## src/hw/ferx_pkg.sv

```systemverilog
`default_nettype none
package ferx_pkg;
   // Timing base
   localparam int CLK_MHZ        = 50;
   localparam int SD_QUAL_NS     = 1000;   // Qualify time, longer than any link pulse
   localparam int SD_QUAL_CYC    = (SD_QUAL_NS * CLK_MHZ + 999) / 1000;
   localparam int LINK_US        = 395;    // Signal detect hold before link-up
   localparam int LINK_CYC       = LINK_US * CLK_MHZ;
   localparam int HOLD_US        = 722;    // Descrambler hold countdown
   localparam int HOLD_CYC       = HOLD_US * CLK_MHZ;
   // Stream figures
   localparam int LOCK_IDLE_GRPS = 12;
   localparam int GRP_W          = 5;
   localparam int LOCK_BITS      = LOCK_IDLE_GRPS * GRP_W;
   localparam int HOLD_IDLE_BITS = 58;
   localparam int PRE_IDLE_BITS  = 10;     // Two idle groups ahead of a start
   localparam int JK_TAIL_BITS   = 7;      // Bits of J/K after its first zero
   // Code-groups
   localparam logic [4:0] SYM_I  = 5'h1F;
   localparam logic [4:0] SYM_T  = 5'h0D;
   localparam logic [4:0] SYM_R  = 5'h07;
   localparam logic [9:0] SYM_JK = 10'h311;
   // Nibbles and widths
   localparam logic [3:0] NIB_PRE  = 4'h5;
   localparam logic [3:0] NIB_BAD  = 4'hE;
   localparam logic [10:0] LFSR_RST = 11'h000;
   localparam int FIFO_W = 5;
   localparam int FIFO_D = 4;
   // Receive framing states, Gray along idle, candidate, packet
   typedef enum logic [1:0] {
      ST_IDLE = 2'h0,
      ST_CAND = 2'h1,
      ST_PKT  = 2'h3,
      ST_BAD  = 2'h2
   } ferx_st_e;
endpackage : ferx_pkg
`default_nettype wire

```

## src/hw/ferx_dec5b.sv

```systemverilog
`default_nettype none
module ferx_dec5b (
   // Aligned code-group
   input  wire logic [4:0] code_in,
   // Nibble and validity
   output logic [3:0]      nib_out,
   output logic            data_ok_out
);
   // Standard 4B/5B data table; control and void codes are not data
   always_comb
   begin
      data_ok_out = 1'b1;
      case (code_in)
         5'h1E:   nib_out = 4'h0;
         5'h09:   nib_out = 4'h1;
         5'h14:   nib_out = 4'h2;
         5'h15:   nib_out = 4'h3;
         5'h0A:   nib_out = 4'h4;
         5'h0B:   nib_out = 4'h5;
         5'h0E:   nib_out = 4'h6;
         5'h0F:   nib_out = 4'h7;
         5'h12:   nib_out = 4'h8;
         5'h13:   nib_out = 4'h9;
         5'h16:   nib_out = 4'hA;
         5'h17:   nib_out = 4'hB;
         5'h1A:   nib_out = 4'hC;
         5'h1B:   nib_out = 4'hD;
         5'h1C:   nib_out = 4'hE;
         5'h1D:   nib_out = 4'hF;
         default:
         begin
            nib_out     = 4'hE;
            data_ok_out = 1'b0;
         end
      endcase
   end
endmodule : ferx_dec5b
`default_nettype wire

```

## src/hw/ferx_fifo.sv

```systemverilog
`default_nettype none
module ferx_fifo #(
   parameter int W = 5,
   parameter int D = 4
) (
   // Clock and reset
   input  wire logic         clk_sys_in,
   input  wire logic         reset_n_in,
   // Fill side
   input  wire logic         in_valid_in,
   output logic              in_ready_out,
   input  wire logic [W-1:0] in_data_in,
   // Drain side
   output logic              out_valid_out,
   input  wire logic         out_ready_in,
   output logic [W-1:0]      out_data_out,
   // Fill level
   output logic [$clog2(D):0] level_out
);
   localparam int AW = $clog2(D);

   // Whole state of the queue
   typedef struct packed {
      logic [D-1:0][W-1:0] mem;
      logic [AW-1:0]       wr;
      logic [AW-1:0]       rd;
      logic [AW:0]         cnt;
   } ferx_fifo_s;

   ferx_fifo_s q, d;
   logic       push;
   logic       pop;

   assign in_ready_out  = (q.cnt != (AW+1)'(D));
   assign out_valid_out = (q.cnt != '0);
   assign out_data_out  = q.mem[q.rd];
   assign level_out     = q.cnt;
   assign push          = in_valid_in && in_ready_out;
   assign pop           = out_valid_out && out_ready_in;

   // Pointer and count update
   always_comb
   begin
      d = q;
      if (push)
      begin
         d.mem[q.wr] = in_data_in;
         d.wr        = q.wr + 1'b1;
      end
      if (pop)
      begin
         d.rd = q.rd + 1'b1;
      end
      d.cnt = q.cnt + (AW+1)'(push) - (AW+1)'(pop);
   end

   // State register
   always_ff @(posedge clk_sys_in or negedge reset_n_in)
   begin
      if (!reset_n_in)
         q <= '0;
      else
         q <= d;
   end
endmodule : ferx_fifo
`default_nettype wire

```

## src/hw/ferx_pcs_rx.sv

```systemverilog
`default_nettype none
// Operation
// RL1 - Link pulses never raise signal detect
// RL2 - Group received bits into 5-bit symbols
// RL3 - Descramble by XOR with regenerated key
// RL4 - Lock after twelve idle groups
// RL5 - 722 us hold, restarted by 58 idle bits
// RL6 - Hold expiry drops lock, resets descrambler
// RL7 - Align symbols on the J/K pair
// RL8 - J/K becomes two 0101 preamble nibbles
// RL9 - Decode until T/R or two idles
// RL10 - Link up after 395 us signal detect
// RL11 - Idle to non-idle without J/K is bad
// RL12 - Bad start sends error, 1110 per group
// RL13 - Bad start bumps false carrier counter
// RL14 - Two idles end error and carrier
// RL15 - Control groups in data are errors
// RL16 - Non-data groups flagged as errors
// RL17 - MAC discards frames carrying errors
module ferx_pcs_rx #(
   parameter int LINK_CYCLES = ferx_pkg::LINK_CYC,
   parameter int HOLD_CYCLES = ferx_pkg::HOLD_CYC
) (
   // Clock and reset
   input  wire logic        clk_sys_in,
   input  wire logic        reset_n_in,
   // Raw energy detect from the analog front end (asynchronous pin)
   input  wire logic        sig_raw_in,
   // Recovered NRZ bit stream, same clock
   input  wire logic        rx_bit_valid_in,
   input  wire logic        rx_bit_in,
   output logic             rx_bit_ready_out,
   input  wire logic        descr_bypass_in,
   // MII receive side
   output logic             rx_dv_out,
   output logic             rx_er_out,
   output logic [3:0]       rxd_out,
   input  wire logic        mii_ready_in,
   output logic             crs_out,
   // Status
   output logic             sig_det_out,
   output logic             link_up_out,
   output logic             lock_out,
   output logic [15:0]      false_carrier_event_counter_out
);
   // Whole block state
   typedef struct packed {
      logic [2:0]          sync;      // Pin synchroniser, [0] first stage
      logic                sd_filt;   // Agreed pin level
      logic [5:0]          sd_cnt;    // Qualify counter
      logic                sig_det;
      logic [14:0]         link_cnt;
      logic                link_up;
      logic [10:0]         lfsr;      // Key generator
      logic                lock;
      logic [5:0]          run;       // Matching idle bits while hunting
      logic [15:0]         hold;      // Hold countdown
      logic [5:0]          ones;      // Consecutive descrambled ones
      logic [9:0]          win;       // Last ten data bits
      ferx_pkg::ferx_st_e  st;
      logic [2:0]          bcnt;      // Bit phase inside a group
      logic                t_seen;
      logic                idle_g;    // Previous group was idle
      logic                crs;
      logic [15:0]         fcc;
      logic                wr_v;
      logic [4:0]          wr_d;      // {error, nibble}
      logic                pre_pend;  // Second preamble nibble owed
      logic                bit_rdy;
      logic                dv;
      logic                er;
      logic [3:0]          rxd;
   } ferx_s;

   ferx_s      q, d;
   logic       key;
   logic       sd;
   logic       ud;
   logic       go;
   logic       data_ok;
   logic [9:0] win_n;
   logic [4:0] grp;
   logic [3:0] dec_nib;
   logic       dec_ok;
   logic       fifo_ready;
   logic       fifo_ov;
   logic [4:0] fifo_od;
   logic [2:0] fifo_lvl;
   logic       take;

   // Group lookup
   ferx_dec5b u_dec (
      .code_in     (grp),
      .nib_out     (dec_nib),
      .data_ok_out (dec_ok)
   );

   // Nibble queue toward the MII
   ferx_fifo #(
      .W (ferx_pkg::FIFO_W),
      .D (ferx_pkg::FIFO_D)
   ) u_fifo (
      .clk_sys_in    (clk_sys_in),
      .reset_n_in    (reset_n_in),
      .in_valid_in   (q.wr_v),
      .in_ready_out  (fifo_ready),
      .in_data_in    (q.wr_d),
      .out_valid_out (fifo_ov),
      .out_ready_in  (take),
      .out_data_out  (fifo_od),
      .level_out     (fifo_lvl)
   );

   // Stream helpers
   assign sd      = rx_bit_in;
   assign go      = rx_bit_valid_in && q.bit_rdy && q.link_up;
   // RL3 - key tap XOR
   assign key     = q.lfsr[10] ^ q.lfsr[8];
   assign ud      = descr_bypass_in ? sd : (sd ^ key);
   assign data_ok = descr_bypass_in || q.lock;
   assign win_n   = {q.win[8:0], ud};
   assign grp     = win_n[4:0];
   assign take    = fifo_ov && (!q.dv || mii_ready_in);

   // Next-state logic
   always_comb
   begin
      d         = q;
      d.wr_v    = 1'b0;
      d.sync    = {q.sync[1:0], sig_raw_in};
      // Pin level changes once second and third stages agree
      if (q.sync[1] == q.sync[2])
         d.sd_filt = q.sync[2];
      // RL1 - pulses shorter than qualify time ignored
      if (!q.sd_filt)
      begin
         d.sd_cnt  = '0;
         d.sig_det = 1'b0;
      end
      else if (q.sd_cnt == 6'(ferx_pkg::SD_QUAL_CYC - 1))
         d.sig_det = 1'b1;
      else
         d.sd_cnt = q.sd_cnt + 6'h01;
      // RL10 - continuous detect before link-up
      if (!q.sig_det)
      begin
         d.link_cnt = '0;
         d.link_up  = 1'b0;
      end
      else if (q.link_cnt == 15'(LINK_CYCLES - 1))
         d.link_up = 1'b1;
      else
         d.link_cnt = q.link_cnt + 15'h0001;
      // Room for the pushes that may already be in flight
      d.bit_rdy = (fifo_lvl < 3'(ferx_pkg::FIFO_D - 2));
      // RL8 - second preamble nibble
      if (q.pre_pend)
      begin
         d.wr_v     = 1'b1;
         d.wr_d     = {1'b0, ferx_pkg::NIB_PRE};
         d.pre_pend = 1'b0;
      end
      // RL5 - hold countdown runs while locked
      if (q.lock && !descr_bypass_in)
         d.hold = q.hold - 16'h0001;
      if (go && !descr_bypass_in && !q.lock)
      begin
         // RL4 - hunt: seed with inverted bits, count predicted idles
         d.lfsr = {q.lfsr[9:0], ~sd};
         d.run  = (key == ~sd) ? q.run + 6'h01 : 6'h00;
         if ((key == ~sd) && (q.run == 6'(ferx_pkg::LOCK_BITS - 1)))
         begin
            d.lock = 1'b1;
            d.hold = 16'(HOLD_CYCLES);
         end
      end
      else if (go && !descr_bypass_in)
      begin
         // RL3 - free-running key once locked
         d.lfsr = {q.lfsr[9:0], key};
         // RL5 - enough idle restarts the countdown
         // Kept fresh through long idle runs, as the ones count saturates
         if (ud && (q.ones >= 6'(ferx_pkg::HOLD_IDLE_BITS - 1)))
            d.hold = 16'(HOLD_CYCLES);
      end
      // RL6 - expiry forces a full reacquire
      if (q.lock && !descr_bypass_in && (q.hold == 16'h0000))
      begin
         d.lock = 1'b0;
         d.lfsr = ferx_pkg::LFSR_RST;
         d.run  = '0;
      end
      if (!data_ok || !q.link_up)
      begin
         // Lost lock or link aborts any frame in progress
         d.st     = ferx_pkg::ST_IDLE;
         d.crs    = 1'b0;
         d.t_seen = 1'b0;
         d.ones   = '0;
      end
      else if (go)
      begin
         // RL2 - bits gathered into five-bit groups
         d.win  = win_n;
         d.ones = (ud && (q.ones != 6'h3F)) ? q.ones + 6'h01 : (ud ? q.ones : 6'h00);
         case (q.st)
            ferx_pkg::ST_IDLE:
            begin
               // First zero after two idles opens a start check
               if (!ud && (q.ones >= 6'(ferx_pkg::PRE_IDLE_BITS)))
               begin
                  d.st   = ferx_pkg::ST_CAND;
                  d.bcnt = '0;
               end
            end
            ferx_pkg::ST_CAND:
            begin
               d.bcnt = q.bcnt + 3'h1;
               if (q.bcnt == 3'(ferx_pkg::JK_TAIL_BITS - 1))
               begin
                  d.bcnt   = '0;
                  d.crs    = 1'b1;
                  d.idle_g = 1'b0;
                  d.t_seen = 1'b0;
                  // RL7 - group boundary fixed on J/K
                  if (win_n == ferx_pkg::SYM_JK)
                  begin
                     // RL8 - first preamble nibble
                     d.st       = ferx_pkg::ST_PKT;
                     d.wr_v     = 1'b1;
                     d.wr_d     = {1'b0, ferx_pkg::NIB_PRE};
                     d.pre_pend = 1'b1;
                  end
                  else
                  begin
                     // RL11 - no J/K in front of activity
                     d.st  = ferx_pkg::ST_BAD;
                     // RL13 - false carrier count
                     d.fcc = q.fcc + 16'h0001;
                  end
               end
            end
            default:
            begin
               d.bcnt = q.bcnt + 3'h1;
               if (q.bcnt == 3'(ferx_pkg::GRP_W - 1))
               begin
                  d.bcnt   = '0;
                  d.idle_g = (grp == ferx_pkg::SYM_I);
                  // RL9 - two idles or T/R close the frame
                  // RL14 - two idles also drop carrier after a bad start
                  if ((grp == ferx_pkg::SYM_I) && q.idle_g)
                  begin
                     d.st  = ferx_pkg::ST_IDLE;
                     d.crs = 1'b0;
                  end
                  else if (q.st == ferx_pkg::ST_BAD)
                  begin
                     // RL12 - error nibble for each group
                     d.wr_v = 1'b1;
                     d.wr_d = {1'b1, ferx_pkg::NIB_BAD};
                  end
                  else if (q.t_seen && (grp == ferx_pkg::SYM_R))
                  begin
                     d.st  = ferx_pkg::ST_IDLE;
                     d.crs = 1'b0;
                  end
                  else if ((grp == ferx_pkg::SYM_T) && !q.t_seen)
                     d.t_seen = 1'b1;
                  else
                  begin
                     // RL15 - control groups in data give errors
                     // RL16 - lookup miss flagged to the MAC
                     d.t_seen = 1'b0;
                     d.wr_v   = 1'b1;
                     d.wr_d   = {!dec_ok || q.t_seen, dec_nib};
                  end
               end
            end
         endcase
      end
      // Output stage; RL17 leaves error frames to the MAC
      if (take)
      begin
         d.dv  = 1'b1;
         d.er  = fifo_od[4];
         d.rxd = fifo_od[3:0];
      end
      else if (mii_ready_in)
      begin
         // RL14 - error falls with valid, never lingers after idles
         d.dv = 1'b0;
         d.er = 1'b0;
      end
   end

   // State register
   always_ff @(posedge clk_sys_in or negedge reset_n_in)
   begin
      if (!reset_n_in)
         q <= '0;
      else
         q <= d;
   end

   // Outputs straight from flops
   assign rx_bit_ready_out                = q.bit_rdy;
   assign rx_dv_out                       = q.dv;
   assign rx_er_out                       = q.er;
   assign rxd_out                         = q.rxd;
   assign crs_out                         = q.crs;
   assign sig_det_out                     = q.sig_det;
   assign link_up_out                     = q.link_up;
   assign lock_out                        = q.lock;
   assign false_carrier_event_counter_out = q.fcc;
endmodule : ferx_pcs_rx
`default_nettype wire

```

## config.mk

```make
export PLATFORM = sky130hd
export DESIGN_NAME = ferx_pcs_rx
export DESIGN_NICKNAME = d
export VERILOG_FILES = /design/src/hw/ferx_pkg.sv /design/src/hw/ferx_dec5b.sv /design/src/hw/ferx_fifo.sv /design/src/hw/ferx_pcs_rx.sv
export SDC_FILE = /design/constraint.sdc
export NUM_CORES = 1
export LEC_CHECK = 0
export BUFFER_PORTS_ARGS = -buffer_cell sky130_fd_sc_hd__clkbuf_2
export CAP_MARGIN = 20
export CORE_MARGIN = 1
export CORE_UTILIZATION = 26
export DETAILED_ROUTE_END_ITERATION = 10
export PLACE_DENSITY = 0.46
export RECOVER_POWER = 100
export SLEW_MARGIN = 20
export SYNTH_ARGS = -nofsm -noshare
export SYNTH_HDL_FRONTEND = slang
export SYNTH_HIERARCHICAL = 1
export SYNTH_SLANG_ARGS = --single-unit
```

## constraint.sdc

```tcl
create_clock -name clk_sys_in -period 3.35 [get_ports clk_sys_in]
set_input_delay 0.67 -clock clk_sys_in [delete_from_list [all_inputs] [get_ports clk_sys_in]]
set_output_delay 0.67 -clock clk_sys_in [all_outputs]
set_load 0.05 [all_outputs]
```

==> results of run 1 <==
==> stage by stage <==
stage	instances	setup slack [ns]	cell area [um^2]	total power, mW	util
2_1_floorplan	706	0.901	7370	2.08	-
3_3_place_gp	1077	0.651	7750	2.16	0.278
3_5_place_dp	1077	0.528	7750	2.17	0.278
4_1_cts	1108	0.685	8310	4.01	0.298
5_1_grt	1108	0.300	8090	4.10	0.290
6_report	1108	0.576	8090	3.92	0.290
==> area by class of cell <==
class	instances	area, um^2
Fill cell	2944	19800
Clock inverter	10	90.1
Inverter	27	101
Multi-Input combinational cell	492	3260
Tap cell	378	473
Sequential cell	141	3530
Clock buffer	21	470
Timing Repair Buffer	39	166
==> power breakdown <==
part	switching, mW	internal [mW]	total (mW)
clock	0.733	1.07	1.81
sequential	0.0823	1.76	1.84
combinational	0.158	0.117	0.275
total	0.974	2.95	3.92
==> worst max-delay path by stage <==
stage	start	end	slack (ns)	cells after the start
after floorplan	u_fifo/level_out[1]	u_fifo/level_out[2]	0.90	10
after detailed placement	descr_bypass_in	q[53]	0.53	5
after global placement	descr_bypass_in	q[32]	0.65	7
after global routing	reset_n_in	false_carrier_event_counter_out[10]	0.30	2
final	q[85]	q[55]	0.58	6
after CTS	u_fifo/level_out[1]	u_fifo/level_out[2]	0.68	10
==> worst register-to-register path, delay by kind of cell, from the launching register on <==
kind / cells / cell delay [ns]
AOI/OAI and AO/OA: 2 / 0.49
xor gates and xnor gates: 2 / 0.72
DFF: 1 / 0.40
and+or+nand+nor: 2 / 1.03
==> per-layer routing <==
layer | routed length, um | up-vias
li1 | - | 2452
met1 | 7770 | 2469
met2 | 6780 | 66
met3 | 588 | 14
met4 | 178 | 0
met5 | 0 | -
==> registers in the layout, indices dropped and copies added (netlist names), 2 cells and up <==
signal / count
d: 2
u_fifo/q: 24
q: 81
rxd_out: 4
u_fifo/level_out: 3
false_carrier_event_counter_out: 16
grp: 4
==> results summary, run 1 <==
The flow ran to the end, but the final reports show violations. The checks that failed: capacitance limit, slew limit. Setup repair after global routing left no endpoint under its margin. The area of the placeable core is 0.0279 mm^2.

Of the available clock period, the critical path in the final layout requires 0.828. The worst hold path terminates at d[114]. The Yosys step of the flow raised 6 warnings.

The transition time of the tightest slew-check pin came out at 1.72 ns. Of the cells placed in the final design, the portion with a size suffix greater than 1 is 0.0959. The number of instances in the synthesized netlist is around 710. The start-to-end type of the worst setup path is reg2reg.

The cell with the largest stage delay on the worst path is sky130_fd_sc_hd__or4_1. In this run the register-to-register setup slack is 0.58 ns. During I/O placement, the number of pins put on the boundary was 34. Traced cell by cell, the critical path runs through xnor2_1 > xor2_1 > or4_1 > nor3_1 > a21o_1 > a211oi_1.

The row count came out at just over 60. The number of CTS-inserted buffers is 17. After global routing, the most crowded layer is met2. Clock-pin slew was measured on the worst setup and hold paths at roughly 0.06 ns.

The most common cell after layout, fill and taps aside is sky130_fd_sc_hd__dfrtp_1. The vias per cell came out at between 4 and 5. STA puts the critical path data arrival time at between 3 and 4 ns. Across all layers, the routed design uses approximately 5000 vias. The initial antenna violation count came to 0.

The power per cell area came out at approximately 480 mW/mm^2. The H-tree level count came out at 4. The top cell types in the final layout, fill and taps aside, are sky130_fd_sc_hd__dfrtp_1, sky130_fd_sc_hd__nand2_1, sky130_fd_sc_hd__nor2_1. TritonCTS built the clock tree. After clock tree synthesis, the flow added hold-fix buffers numbering 0. After the last flow step, the layout net total stands at approximately 750.

The gate family responsible for the most delay along the worst path is simple AND/OR/NAND/NOR gates. The post-route antenna net violation count came out at 0. The starting density of the core is 0.264. The number of antenna cells inserted came out at 0. For this run the aggregate overflow at the end of global routing stands at 0.

The clock skew is 0.0101 ns. The count of maximum capacitance violations is 1. The final count of negative-setup-slack endpoints is 0. The worst register-to-register path ends at q[55]. Hold timing on the final database bottoms out at a slack of around 0.35 ns. The total DRC errors in the routed layout is 0. For this run, global-route usage on met2 was measured as 0.168. The worst hold path was traced through 0 stages. The number of failing hold endpoints at the final stage is 0. The clock passes through at most 2 buffers. The met3 usage in global routing came out at 0.0295. Adding up every negative setup slack in the final design gives 0 ns. The maximum number of pins on one net before global-route repair came out at 67. The required time of the critical path is roughly 3.6 ns. The analysis attributes to cell leakage a power of about 3.6 nW. The global placement routability congestion is ~0.77. The global routing usage summed across all routing layers is 0.113. In the final routed layout, each cell accounts on average for 13.8 um. The total count of max-transition violations in the final report was 67. The path depth of the worst reg2reg path is 6.

The minimum clock period after layout came out at between 2 and 3 ns. CTS placed an instance of sky130_fd_sc_hd__clkbuf_16 at the clock tree root. The placed wire-length estimate came out at 10600 um. The total die area came out at approximately 0.029 mm^2.

The netlist area before placement is approximately 0.0074 mm^2. The element type at the critical path start is a register. The largest incremental delay on the critical path is around 0.6 ns. Once the clock tree was built, the resizer swapped 0 gates to a different size. The global-route wire length before repair is between 20000 and 30000 um. The count of buffers inserted at the top-level ports came out at 33. STA classifies the critical path endpoint as a register.

The highest fanout seen on the critical path is 11. The met1 capacity usage during global routing came out at 0.157. The worst hold path startpoint is d[113]. The worst register-to-register path begins at q[85].

The number of buffers inserted to repair setup after CTS is 0. The die extent in y came out at roughly 170 um. The clock latency reported for the late side of the worst-skew pair is 0.42 ns. The maximum vdd drop is 340 uV. The via count of the first global-routing pass is a little under 5000. The worst relative slew slack came out at -0.146.

For this block, the routed nets add up to 15300 um of wire. In this run the mean area of a mapped cell was roughly 10 um^2. The pre-antenna-repair detailed-routing pass consisted of 4 iterations. The net count after synthesis came out at 735. The clock sink count is 141. Static timing analysis puts the maximum clock frequency at roughly 360 MHz. From synthesis to final layout, the design area changed by 9.80%. The first routing iteration left around 250 violations. The die is between 150 and 200 um wide.

Counting both buffers and inverters, the worst setup path holds a total of 0. The path class of the tightest hold or removal check is reg2reg.
(Power assumes the default switching activity.)
==> run 2: changes to the inputs <==
--- a/config.mk
+++ b/config.mk
@@ -10,7 +10,7 @@
 export CORE_MARGIN = 1
 export CORE_UTILIZATION = 26
 export DETAILED_ROUTE_END_ITERATION = 10
-export PLACE_DENSITY = 0.46
+export PLACE_DENSITY = 0.48
 export RECOVER_POWER = 100
 export SLEW_MARGIN = 20
 export SYNTH_ARGS = -nofsm -noshare
==> constraint.sdc (replaced) <==
create_clock -name clk_sys_in -period 2.3 [get_ports clk_sys_in]
set_input_delay 0.46 -clock clk_sys_in [delete_from_list [all_inputs] [get_ports clk_sys_in]]
set_output_delay 0.46 -clock clk_sys_in [all_outputs]
set_load 0.05 [all_outputs]
==> results summary, run 2 (synthesis gave the netlist of run 1 again) <==
The maximum vdd drop was 495 uV (+45%). The width of the die came to 170 um (unchanged). The starting density of the core was 0.264 (unchanged).

The clock root buffer is sky130_fd_sc_hd__clkbuf_16. The final core area utilization came out at 0.304 (+0.0140). The number of design-rule violations left by the first detailed-router iteration came out at 239 (-2.8%). The total negative setup slack came out at 0 ns (unchanged). The number of cells in the design after placement is 1107 (+2.8%).

The total iterations of the first detailed-routing run came out at 5 (+1). The global-route wire length before repair came out at 25800 um (about the same). The H-tree level count came out at 4 (unchanged). The count of buffers inserted at the top-level ports came to 33 (unchanged). The detailed-route wire length is 15100 um (-1.5%).

The final count of negative-setup-slack endpoints is 0 (unchanged). The number of failing hold endpoints at the final stage came out at 0 (unchanged). The top register by number of flip-flops is q. The worst setup path is of the reg2reg kind. The number of flip-flops under the largest register name is 81 (unchanged). The final setup slack of the worst path is 0.0843 ns (-0.491 ns). TritonCTS built the clock tree. The final non-filler cell total came out at 1140 (+2.9%). The total die area is 0.0290 mm^2 (unchanged). The highest fanout seen on the critical path is 2 (-9). The clock latency reported for the late side of the worst-skew pair came out at 0.42 ns (about the same). The flow ran to the end, and the final reports show no timing, DRC or antenna violations. The global routing usage summed across all routing layers came out at 0.112 (-0.000597).

The placed wire-length estimate came out at 10600 um (+0.79%). The minimum clock period after layout is 2.22 ns (-0.559 ns). The clock tree buffer depth came to 2 (unchanged). The required time of the critical path is 2.60 ns (-1.03 ns). The count of maximum capacitance violations came out at 0 (-1).

The highest clock rate came out at 451 MHz (+25%). The transition time of the tightest slew-check pin came to 1.03 ns (-0.689 ns). The post-route antenna net violation count is 0 (unchanged).

The count of nets after finishing was 778 (+4.1%). The worst min-delay path category is in2reg. The number of CTS-inserted buffers is 17 (unchanged). The overflow left after global routing is 0 (unchanged). The final cycle utilization of the critical path was 0.963 (+0.135). The vias per cell was 4.39 (-2.8%). The clock-pin slew on the worst setup and hold paths came out at 0.06 ns (about the same). The die extent in y is 170 um (unchanged).

The total DRC errors in the routed layout is 0 (unchanged). The worst relative slew slack was 0.313 (+0.459). The maximum number of pins on one net before global-route repair came to 57 (-15%).

The arrival time of the worst setup path is 2.51 ns (-0.54 ns). The initial antenna violation count came out at 0 (unchanged). The top-level port count came out at 34 (unchanged). The global placement routability congestion is 0.769 (+0.27%). The via count of the first global-routing pass was 4970 (+1.3%). The number of vias in the routed layout came out at 5000 (-0.020%).

The worst hold-check slack is 0.145 ns (-0.203 ns). The total count of max-transition violations in the final report came to 0 (-100%). The post-placement worst setup slack came out at 0.0496 ns (-0.479 ns). The number of buffers inserted to repair setup after CTS was 0 (unchanged). The average detailed-routed wire length per instance came out at 13.2 um (-4.3%). The clock skew came out at 0.00789 ns (-0.00223 ns). The leakage power of the design came out at 3.81 nW (+4.9%). Setup repair after global routing left no endpoint under its margin. The fraction of layout instances using a drive strength above 1 is 0.142 (+0.0458).

The most common cell after layout, fill and taps aside is sky130_fd_sc_hd__dfrtp_1. The area of the placeable core is 0.0279 mm^2 (unchanged). The power per cell area is 724 mW/mm^2 (+49%). The number of antenna cells inserted came to 0 (unchanged). The element type at the critical path start is a register. Leaving out fill and tap cells, the most frequent cells in the layout are sky130_fd_sc_hd__dfrtp_1, sky130_fd_sc_hd__nand2_1, sky130_fd_sc_hd__nor2_1. The post-synthesis to final-layout area growth is 15.1%. STA classifies the critical path endpoint as a register. The row count came out at 61 (unchanged). The clock sink count was 141 (unchanged).
## run 2: cell types whose count changed in the layout (fill, tap and decap cells not counted), moves of 3 or more
cell / change
sky130_fd_sc_hd__buf_4: +24
sky130_fd_sc_hd__bufinv_16: +3
sky130_fd_sc_hd__clkbuf_1: +5
sky130_fd_sc_hd__o21ai_0: -3
sky130_fd_sc_hd__o21ai_1: +3
## run 2: stage by stage
step	power [mW]	area, um^2
floorplan	3.05	7380
finish	6.14	8480
global placement	3.25	8000
global route	6.42	8480
CTS	6.24	8640
detailed placement	3.24	8000
## run 2: layout make-up
| class | count | area, um^2 |
|---|---|---|
| flip-flops and latches | 141 | 3530 |
| fillers | 2897 | 19400 |
| clock buffers | 19 | 443 |
| multi-input cells | 492 | 3340 |
| repair buffers | 70 | 402 |
| clock inverters | 13 | 188 |
| well taps | 378 | 473 |
| inverters | 27 | 101 |
## run 2: worst paths after layout
check	from	endpoint	slack (ns)	depth (start not counted)
max in group asynchronous	reset_n_in	q[12]	0.46	3
min in group asynchronous	reset_n_in	d[114]	0.76	2
worst min register to register	d[113]	d[114]	0.36	0
worst max register to register	u_fifo/level_out[1]	u_fifo/level_out[2]	0.08	10
worst max-delay path	u_fifo/level_out[1]	u_fifo/level_out[2]	0.08	10
worst min-delay path	sig_raw_in	d[113]	0.15	1
## run 2: where the power goes
group	internal [mW]	switching [mW]
sequential	2.56	0.106
clock	1.85	1.10
combinational	0.247	0.276
## run 2: critical path, stage by stage (launching register included)
cell and delay, ns:
sky130_fd_sc_hd__dfrtp_1 0.37, sky130_fd_sc_hd__or3_4 0.40, sky130_fd_sc_hd__nand2_4 0.06, sky130_fd_sc_hd__inv_1 0.05, sky130_fd_sc_hd__o31a_2 0.11, sky130_fd_sc_hd__ha_1 0.28
sky130_fd_sc_hd__inv_1 0.04, sky130_fd_sc_hd__ha_1 0.18, sky130_fd_sc_hd__fa_2 0.35, sky130_fd_sc_hd__xnor2_2 0.15, sky130_fd_sc_hd__xnor2_1 0.12
## run 2: what timing repair did
action / in CTS / in global routing
resized for setup: 0 / 4
endpoints found under the setup margin: 0 / 4
hold buffers: 1 / 0
endpoints found under the hold margin: 38 / 0
## run 2: per-layer routing
metal	track usage	part of all wire
met4	0.0368	0.0075
met2	0.173	0.46
met5	0	0
met1	0.153	0.50
met3	0.0279	0.032
